==> config.mk <==
export PLATFORM = sky130hd
export DESIGN_NAME = sgwl_device_flat
export DESIGN_NICKNAME = d
export VERILOG_FILES = /design/src/hdl/sgwl_pkg.sv /design/src/hdl/sgwl_if.sv /design/src/hdl/sgwl_device.sv /design/src/flat_wrapper.sv
export VERILOG_INCLUDE_DIRS = /design/src /design/src/hdl
export SDC_FILE = /design/constraint.sdc
export NUM_CORES = 1
export LEC_CHECK = 0
export BUFFER_PORTS_ARGS = -buffer_cell sky130_fd_sc_hd__buf_2
export CORE_MARGIN = 2
export CORE_UTILIZATION = 62
export CTS_CLUSTER_DIAMETER = 100
export CTS_CLUSTER_SIZE = 12
export DETAILED_ROUTE_END_ITERATION = 7
export PLACE_DENSITY_LB_ADDON = 0.3
export SETUP_SLACK_MARGIN = 0.1
export SYNTH_ARGS = -nofsm -noshare
export SYNTH_HDL_FRONTEND = slang
export SYNTH_SLANG_ARGS = --single-unit
==> constraint.sdc <==
create_clock -name core_clk_i -period 11.5 [get_ports core_clk_i]
set_input_delay 2.3 -clock core_clk_i [delete_from_list [all_inputs] [get_ports core_clk_i]]
set_output_delay 2.3 -clock core_clk_i [all_outputs]
set_load 0.01 [all_outputs]
==> src/hdl/sgwl_regs.svh <==
// Constants for the serial gain word loader, both ends
`ifndef SGWL_REGS_SVH
`define SGWL_REGS_SVH

`define SGWL_CLK_NS 100
`define SGWL_WORD_BITS 4'h8
`define SGWL_GAIN_RESET 8'h00
`define SGWL_GAIN_MIN 8'h00
`define SGWL_GAIN_SLOPE 16'h004D
`define SGWL_GAIN_OFS 16'h013C
`define SGWL_APPLY_NS 30
`define SGWL_SLEEP_NS 45
`define SGWL_BOOT_US 200
`define SGWL_APPLY_CYC (((`SGWL_APPLY_NS / `SGWL_CLK_NS) > 0) ? (`SGWL_APPLY_NS / `SGWL_CLK_NS) : 1)
`define SGWL_SLEEP_CYC (((`SGWL_SLEEP_NS / `SGWL_CLK_NS) > 0) ? (`SGWL_SLEEP_NS / `SGWL_CLK_NS) : 1)
`define SGWL_BOOT_CYC ((`SGWL_BOOT_US * 1000) / `SGWL_CLK_NS)
`define SGWL_SYNC_LAT 3
`define SGWL_SCLK_HALF 4
`define SGWL_BOOT_HOLD 8

`endif

==> src/hdl/sgwl_pkg.sv <==
// Types shared by both ends of the serial gain word loader
package sgwl_pkg;
  typedef logic [7:0] sgwl_code_t;
  typedef enum logic {SGWL_D_BOOT, SGWL_D_RUN} sgwl_dev_state_t;
  typedef enum logic [2:0] {
    SGWL_H_BOOT,
    SGWL_H_IDLE,
    SGWL_H_LEAD,
    SGWL_H_HIGH,
    SGWL_H_LOW,
    SGWL_H_TRAIL
  } sgwl_host_state_t;
endpackage

==> src/hdl/sgwl_if.sv <==
// Three-wire gain load link plus sleep line between host and device
`timescale 1ns/1ps
interface sgwl_if;
  logic load_window_n;
  logic sclk;
  logic serial_gain_in;
  logic sleep_n;

  modport dev (
    input load_window_n,
    input sclk,
    input serial_gain_in,
    input sleep_n
  );

  modport host (
    output load_window_n,
    output sclk,
    output serial_gain_in,
    output sleep_n
  );
endinterface

==> src/hdl/sgwl_device.sv <==
// Device end: samples the serial link and holds the applied gain code
`timescale 1ns/1ps
`include "sgwl_regs.svh"
module sgwl_device #(
  parameter int BOOT_CYC = `SGWL_BOOT_CYC,
  parameter int SYNC_LAT = `SGWL_SYNC_LAT
) (
  input wire logic core_clk_i,
  input wire logic rst_n_i,
  sgwl_if.dev link,
  output sgwl_pkg::sgwl_code_t gain_code_o,
  output logic [15:0] gain_mvv_o,
  output logic drive_en_o,
  output logic out_settled_o,
  output logic word_done_o,
  output logic word_short_o
);
  import sgwl_pkg::*;

  localparam int SET_W = 12;
  localparam logic [SET_W-1:0] APPLY_CNT = SET_W'(`SGWL_APPLY_CYC);
  localparam logic [SET_W-1:0] SLEEP_CNT = SET_W'(`SGWL_SLEEP_CYC);
  localparam logic [SET_W-1:0] BOOT_CNT = SET_W'(BOOT_CYC);
  localparam logic [3:0] STRAP_AT = 4'(SYNC_LAT);

  // The settle counter and boot timer are sized here; larger values would wrap
  initial
  begin
    if (BOOT_CYC < 1 || BOOT_CYC > 4095)
      $error("sgwl_device: BOOT_CYC out of range");
    if (SYNC_LAT < 3 || SYNC_LAT > 15)
      $error("sgwl_device: SYNC_LAT out of range");
  end

  // Pin order in the synchroniser vectors
  localparam int P_WIN = 0;
  localparam int P_CLK = 1;
  localparam int P_DAT = 2;
  localparam int P_SLP = 3;

  // Idle level of each pin, so no false edge follows reset on an idle link
  localparam logic [3:0] PIN_IDLE = 4'h9;

  logic [3:0] pin_raw;
  logic [3:0] meta_q;
  logic [3:0] stab_q;
  logic [3:0] prev_q;

  assign pin_raw = {link.sleep_n, link.serial_gain_in, link.sclk, link.load_window_n};

  // Two-flop synchroniser per pin plus an edge flop; only the second and third stages feed logic
  for (genvar i = 0; i < 4; i++)
  begin : g_sync
    always_ff @(posedge core_clk_i or negedge rst_n_i)
    begin
      if (!rst_n_i)
      begin
        meta_q[i] <= PIN_IDLE[i];
        stab_q[i] <= PIN_IDLE[i];
        prev_q[i] <= PIN_IDLE[i];
      end
      else
      begin
        meta_q[i] <= pin_raw[i];
        stab_q[i] <= meta_q[i];
        prev_q[i] <= stab_q[i];
      end
    end
  end

  // Edge decode on the settled copies
  wire win_fall = prev_q[P_WIN] & ~stab_q[P_WIN];
  wire win_rise = ~prev_q[P_WIN] & stab_q[P_WIN];
  wire sclk_fall = prev_q[P_CLK] & ~stab_q[P_CLK];
  wire sleep_rise = ~prev_q[P_SLP] & stab_q[P_SLP];
  wire sleep_on = stab_q[P_SLP];

  sgwl_dev_state_t state_q;
  sgwl_dev_state_t state_d;
  logic [3:0] boot_q;
  logic [3:0] boot_d;
  logic shift_en_q;
  logic shift_en_d;
  logic [7:0] shreg_q;
  logic [7:0] shreg_d;
  logic [3:0] bits_q;
  logic [3:0] bits_d;
  sgwl_code_t gain_q;
  sgwl_code_t gain_d;
  logic [SET_W-1:0] settle_q;
  logic [SET_W-1:0] settle_d;
  logic [15:0] mvv_q;
  logic drive_q;
  logic settled_q;
  logic done_q;
  logic short_q;
  logic short_d;

  // Boot: wait until the synchronised window level is trustworthy, then read it
  wire boot_strap = (state_q == SGWL_D_BOOT) && (boot_q == STRAP_AT);
  wire strap_min = boot_strap & ~stab_q[P_WIN];
  assign state_d = boot_strap ? SGWL_D_RUN : state_q;
  assign boot_d = (state_q == SGWL_D_BOOT) ? boot_q + 4'h1 : boot_q;

  // Shift clock runs only inside a window that began with a fall
  wire running = (state_q == SGWL_D_RUN);
  // Only a window opened after boot counts, so the strap release is not taken as a word
  wire word_open = running & win_fall;
  wire apply = running & win_rise & shift_en_q;
  wire take_bit = running & shift_en_q & sclk_fall & ~stab_q[P_WIN];
  assign shift_en_d = word_open ? 1'b1 : (win_rise ? 1'b0 : shift_en_q);
  assign shreg_d = take_bit ? {shreg_q[6:0], stab_q[P_DAT]} : shreg_q;
  assign bits_d = win_fall ? 4'h0 : ((take_bit && bits_q != 4'hF) ? bits_q + 4'h1 : bits_q);

  // Gain latch: loaded at the window rise, or with the minimum at the boot strap, held otherwise
  always_comb
  begin
    gain_d = gain_q;
    if (strap_min)
      gain_d = `SGWL_GAIN_MIN;
    else if (apply)
      gain_d = shreg_q;
  end

  // A window that closed without exactly eight bits is flagged but still applied
  assign short_d = apply ? (bits_q != `SGWL_WORD_BITS) : short_q;

  // Settle timer: longest pending settle time wins
  always_comb
  begin
    settle_d = (settle_q != '0) ? settle_q - 1'b1 : settle_q;
    if (strap_min)
      settle_d = BOOT_CNT;
    else if (sleep_rise && settle_d < SLEEP_CNT)
      settle_d = SLEEP_CNT;
    else if (apply && settle_d < APPLY_CNT)
      settle_d = APPLY_CNT;
  end

  // Linear gain in thousandths of V/V
  wire [15:0] mvv_d = 16'(`SGWL_GAIN_SLOPE * {8'h00, gain_q}) + `SGWL_GAIN_OFS;

  // Control and data state
  always_ff @(posedge core_clk_i or negedge rst_n_i)
  begin
    if (!rst_n_i)
    begin
      state_q <= SGWL_D_BOOT;
      boot_q <= 4'h0;
      shift_en_q <= 1'b0;
      shreg_q <= 8'h00;
      bits_q <= 4'h0;
      gain_q <= `SGWL_GAIN_RESET;
      short_q <= 1'b0;
    end
    else
    begin
      state_q <= state_d;
      boot_q <= boot_d;
      shift_en_q <= shift_en_d;
      shreg_q <= shreg_d;
      bits_q <= bits_d;
      gain_q <= gain_d;
      short_q <= short_d;
    end
  end

  // Status and scaled gain
  always_ff @(posedge core_clk_i or negedge rst_n_i)
  begin
    if (!rst_n_i)
    begin
      settle_q <= '0;
      mvv_q <= 16'h0000;
      done_q <= 1'b0;
    end
    else
    begin
      settle_q <= settle_d;
      mvv_q <= mvv_d;
      done_q <= apply;
    end
  end

  // Sleep pin clears the drive flop directly, no clock edge needed
  // Hazard: a glitch on the pin also drops drive; re-enable goes via the synchroniser
  wire drive_rst_n = rst_n_i & link.sleep_n;
  wire drive_d = running & sleep_on;

  always_ff @(posedge core_clk_i or negedge drive_rst_n)
  begin
    if (!drive_rst_n)
      drive_q <= 1'b0;
    else
      drive_q <= drive_d;
  end

  // Settled only when driving and all settle times have run out
  wire settled_d = drive_q & drive_d & (settle_d == '0);

  always_ff @(posedge core_clk_i or negedge drive_rst_n)
  begin
    if (!drive_rst_n)
      settled_q <= 1'b0;
    else
      settled_q <= settled_d;
  end

  // Outputs straight from flops
  assign gain_code_o = gain_q;
  assign gain_mvv_o = mvv_q;
  assign drive_en_o = drive_q;
  assign out_settled_o = settled_q;
  assign word_done_o = done_q;
  assign word_short_o = short_q;
endmodule

==> src/flat_wrapper.sv <==
// flat-port wrapper written by rule: the top's interface ports become plain ports
module sgwl_device_flat import sgwl_pkg::*;
#(
  parameter int BOOT_CYC = `SGWL_BOOT_CYC,
  parameter int SYNC_LAT = `SGWL_SYNC_LAT
)
  (core_clk_i, rst_n_i, gain_code_o, gain_mvv_o, drive_en_o, out_settled_o, word_done_o, word_short_o, link_load_window_n, link_sclk, link_serial_gain_in, link_sleep_n);
  sgwl_if link_i ();
  input wire logic core_clk_i;
  input wire logic rst_n_i;
  output sgwl_pkg::sgwl_code_t gain_code_o;
  output logic [15:0] gain_mvv_o;
  output logic drive_en_o;
  output logic out_settled_o;
  output logic word_done_o;
  output logic word_short_o;
  input wire logic [$bits(link_i.load_window_n)-1:0] link_load_window_n;
  input wire logic [$bits(link_i.sclk)-1:0] link_sclk;
  input wire logic [$bits(link_i.serial_gain_in)-1:0] link_serial_gain_in;
  input wire logic [$bits(link_i.sleep_n)-1:0] link_sleep_n;
  assign link_i.load_window_n = link_load_window_n;
  assign link_i.sclk = link_sclk;
  assign link_i.serial_gain_in = link_serial_gain_in;
  assign link_i.sleep_n = link_sleep_n;
  sgwl_device #(.BOOT_CYC(BOOT_CYC), .SYNC_LAT(SYNC_LAT)) u_core (.core_clk_i(core_clk_i), .rst_n_i(rst_n_i), .link(link_i), .gain_code_o(gain_code_o), .gain_mvv_o(gain_mvv_o), .drive_en_o(drive_en_o), .out_settled_o(out_settled_o), .word_done_o(word_done_o), .word_short_o(word_short_o));
endmodule
After elaboration in Yosys (flattened, before gate mapping)
Cells that the tools add are included.

word-level totals
  register bits = 69
  input port bits = 6
  output and inout bits = 28

cells by class
  $add $sub $neg = 4
  multipliers = 1
  $lt $le $gt $ge = 1
  eq/ne operators = 3
  muxes and demuxes = 10
  bitwise gates (word level) = 20
  reductions and logical operators = 9

operator list
  operator                                                     number
  two-way mux 12 bit                                           4
  adder 15 x 9 -> 16 bit, second input constant                1
  two-way mux 8 bit                                            2
  AND 1 bit                                                    15
  multiplier 7 x 8 -> 15 bit, first input constant             1
  zero test 12 bit                                             1
  less-than comparator 12 x 1 -> 1 bit, second input constant  1
  nonzero test 12 bit                                          1
  subtractor 12 x 1 -> 12 bit, second input constant           1
  adder 4 x 1 -> 4 bit, second input constant                  2
  two-way mux 4 bit                                            2
  != test 4 bit, second input constant                         2
  nonzero test 2 bit                                           3
  inverter 1 bit                                               5
  equality test 4 x 2 -> 1 bit, second input constant          1
  logical AND 1 bit                                            4
  two-way mux 1 bit                                            2

Longest topological paths before layout
  word-level depth = 10
  mapped depth = 12
  mapped depth without buffers = 12

Worst setup path before layout
Ideal clock, no wire load.

  kind = register to register
  start = register u_core.gain_q[2], in the netlist u_core.gain_code_o[2]
  end = register u_core.mvv_q[13], in the netlist u_core.gain_mvv_o[13]
  setup time = 104 ps
  arrival time = 3536 ps
  required time = 11396 ps
  setup slack = 7860 ps
  stages on the path, launching flop included = 12
  path buffers = 0
  path through = dfrtp_1 -> ha_1 -> ha_1 -> fa_1 -> fa_1 -> ha_1 -> a21o_1 -> a21oi_1 -> o21ai_1 -> or4_1 -> a2111o_1 -> o311ai_1

between the ends
  longest elaborated chain between the ends = 2

ends and longest elaborated chain
  what                                         line                RTL
  start, declared                              sgwl_device.sv:88   sgwl_code_t gain_q;
  start signal, assigned                       sgwl_device.sv:153  gain_q <= `SGWL_GAIN_RESET;
  start signal, assigned                       sgwl_device.sv:163  gain_q <= gain_d;
  multiplier 7 x 8 -> 15 bit (no source line)  --
  adder 15 x 9 -> 16 bit (no source line)      --
  named net u_core.mvv_d[13]                   sgwl_device.sv:141  wire [15:0] mvv_d = 16'(`SGWL_GAIN_SLOPE * {8'h00, gain_q}) + `SGWL_GAIN_OFS;
  end signal, assigned                         sgwl_device.sv:180  mvv_q <= mvv_d;
  end, declared                                sgwl_device.sv:92   logic [15:0] mvv_q;

The timed path passes the listed nets, and every way through them passes these cells.
A chain may end at the register's enable or synchronous reset.

Worst setup path after layout
  start = register u_core.gain_q[1], in the netlist u_core.gain_code_o[1]
  end = register u_core.mvv_q[13], in the netlist u_core.gain_mvv_o[13]

Same word-level chain as after synthesis.

==> reports/metrics.cfg <==
[die]
initial_core_util=0.6462
io-pin-count=34
dieWidth_microns=83.02
floorplan.rows=28
die-height_microns=83.02
core_sq_um=5991
dieArea_sq_um=6892

[cts]
cts_buffers=9
cts_resized=0
htreeDepth=3
cts_buffer_depth=2
cts_setup_buffers=0
cts_sinks=68
holdBufCountCts=0
clock_latency_ns=0.35
clkSlewWorstSetupHoldPaths_ns=0.08
cts_tree=yes
root_buffer=clkbuf_8

[worst_setup_path]
r2r_setup_slack_ns=7.61
required_ns=11.76
worstPathMaxFanout=8
arrival_ns=4.15
critPathLaunchType=flip-flop
critPathCaptureType=flip-flop
crit_type=flip-flop to flip-flop

[power_and_ir_drop]
power_w=0.001034
p_leak_nw=2.140
power_density_nw_per_um2=240.3
peakVddDrop_v=0.0002012

[global_routing]
grt-ovfl-total=0
grt_max_degree=68
antenna_found_initial=0
grt_pass1_wl_microns=11800
grt_pass1_vias=2630
grt_use_total=0.2122

[yosys]
synth.distinct_cells=56
ys_seq_area_frac=0.4415
syn_area_per_cell_sq_um=11.09
synth_top_area_frac=0.4008
synth-edff-count=0
syn-cell-area_sq_um=3871
synth_ff_type=dfrtp_1
yosys_warnings=0
syn_nets=406
yosysTopAreaCell=dfrtp_1
synth_cells=349
ys_ff_latch=68
synthArstFlopShare=1.000
synthTopCellsByArea=dfrtp_1 40%, ha_1 13%, fa_1 6.2%, dfstp_2 4.1%, nand2_1 3.7%

[sta]
min_period_ns=3.893
setup-violations-final=0
slew_headroom=0.4688
whs_ns=0.3521
drv_slew=0
tns_ns=0
finalCritPeriodShare=0.3385
rsz0062_at_grt=no
tightest_slew_ns=0.7968
hold_viol_final=0
fmax_mhz=256.9
skew_ns=0.01091
setup_ws_ns=7.607

[finish]
drive_gt1_frac=0.1943
multi_input_area_sq_um=1966
fin_nets=438
design_area_sq_um=4304
n_antenna_cell=0
final_cell_mix=62 x dfrtp_1, 39 x ha_1, 38 x nand2_1, 32 x buf_2, 30 x inv_1
num-fill-cells=412
area_growth_syn_to_layout_pct=11.18
seqCellArea_sq_um=1709
layout_commonest_cell=dfrtp_1

[status]
status=finished clean

[run]
cap_violations=0

[placement]
dp_hpwl_microns=4761
preCtsSetupSlack_ns=7.633
port_buffers=32
gp_congestion=0.8513
placed_area_sq_um=4056

[drt]
viasPerCell=5.662
wl_microns=6660
postRouteAntennaNets=0
vias=2610
wl_per_cell_microns=14.45
drc=0
drt_iter0_markers=166
dr.pass1.iters=4

[hold_path]
min_path_type=flip-flop to flip-flop

kinds of logic (layout without fill, tap and decap cells):
| family | count (synthesis) | after routing | share of synthesized area |
|---|---|---|---|
| simple gates | 107 | 107 | 0.1629 |
| xor+xnor | 19 | 19 | 0.04299 |
| fa+ha+maj | 51 | 51 | 0.1881 |
| flops | 68 | 68 | 0.4415 |
| other cells | 1 | 1 | 0.0009687 |
| buf+inv | 43 | 80 | 0.05074 |
| mux | 12 | 12 | 0.03394 |
| compound gates | 48 | 48 | 0.07886 |
cell type report:
type,instances,area share
clock buffers,9,0.02878
clock inverters,7,0.02878
repair buffers,34,0.04070
multi-input cells,238,0.4567
well taps,75,0.02180
flip-flops and latches,68,0.3971
inverters,30,0.02616
Yosys cell counts, types with 3 or more instances:
cell type and count:
dfrtp_1 62, ha_1 39, nand2_1 38, inv_1 30, nor2_1 22, a21oi_1 21
xnor2_1 14, fa_1 12, mux2_2 9, nor3_1 7, clkbuf_1 6, dfstp_2 6
nand3_1 5, nand4b_1 5, xor2_1 5, o21ai_0 4, a21o_1 3, a31oi_1 3
buf_4 3, buf_6 3, mux2i_1 3, nand2b_1 3, nand4_1 3, nor4_4 3
metrics by stage:
stage                     utilization  cells
after global routing           0.7185    461
final                          0.7185    461
after global placement         0.6771    445
after floorplan                     -    349
after CTS                      0.7185    461
after detailed placement       0.6771    445
worst max-delay path: stages (launching register included):
cell and delay [ns]:
dfrtp_1 0.47, ha_1 0.24, ha_1 0.29, fa_1 0.48
fa_1 0.54, ha_1 0.32, a21o_1 0.17, a21oi_1 0.22
o21ai_1 0.14, or4_1 0.47, a2111o_1 0.39, o311ai_1 0.09
path summary, 6_finish.rpt:
path,start,endpoint,cells after the start
max in group asynchronous,rst_n_i,u_core.drive_en_o,3
worst min register to register,u_core.meta_q[2],u_core.stab_q[2],0
min in group asynchronous,link_sleep_n,u_core.out_settled_o,2
worst max-delay path,u_core.gain_code_o[1],u_core.gain_mvv_o[13],11
worst max register to register,u_core.gain_code_o[1],u_core.gain_mvv_o[13],11
worst min-delay path,u_core.meta_q[2],u_core.stab_q[2],0
metal layers:
| metal | vias to the layer above | wire length [microns] | global-route usage | share of wire |
|---|---|---|---|---|
| met3 | 11 | 338 | 0.04970 | 0.051 |
| met1 | 1281 | 2962 | 0.2772 | 0.44 |
| met4 | 0 | 85 | 0.07154 | 0.013 |
| met5 | - | 0 | 0 | 0 |
| met2 | 65 | 3273 | 0.3504 | 0.49 |
| li1 | 1253 | - | - | - |
registers in the layout (all words and copies together), names as in the netlist:
| register | cells |
|---|---|
| u_core.bits_q | 4 |
| u_core.boot_q | 4 |
| u_core.drive_en_o | 1 |
| u_core.gain_code_o | 8 |
| u_core.gain_mvv_o | 15 |
| u_core.meta_q | 4 |
| u_core.out_settled_o | 1 |
| u_core.prev_q | 3 |
| u_core.running | 1 |
| u_core.settle_q | 12 |
| u_core.shift_en_q | 1 |
| u_core.shreg_q | 8 |
| u_core.sleep_on | 1 |
| u_core.stab_q | 3 |
| u_core.word_done_o | 1 |
| u_core.word_short_o | 1 |
power by group:
| group | switching (W) | internal, W |
|---|---|---|
| Sequential | 0.0000537 | 0.000298 |
| Combinational | 0.000239 | 0.000201 |
| Clock | 0.0000974 | 0.000145 |
| Total | 0.000391 | 0.000644 |
Power figures use the tool's default switching activity.
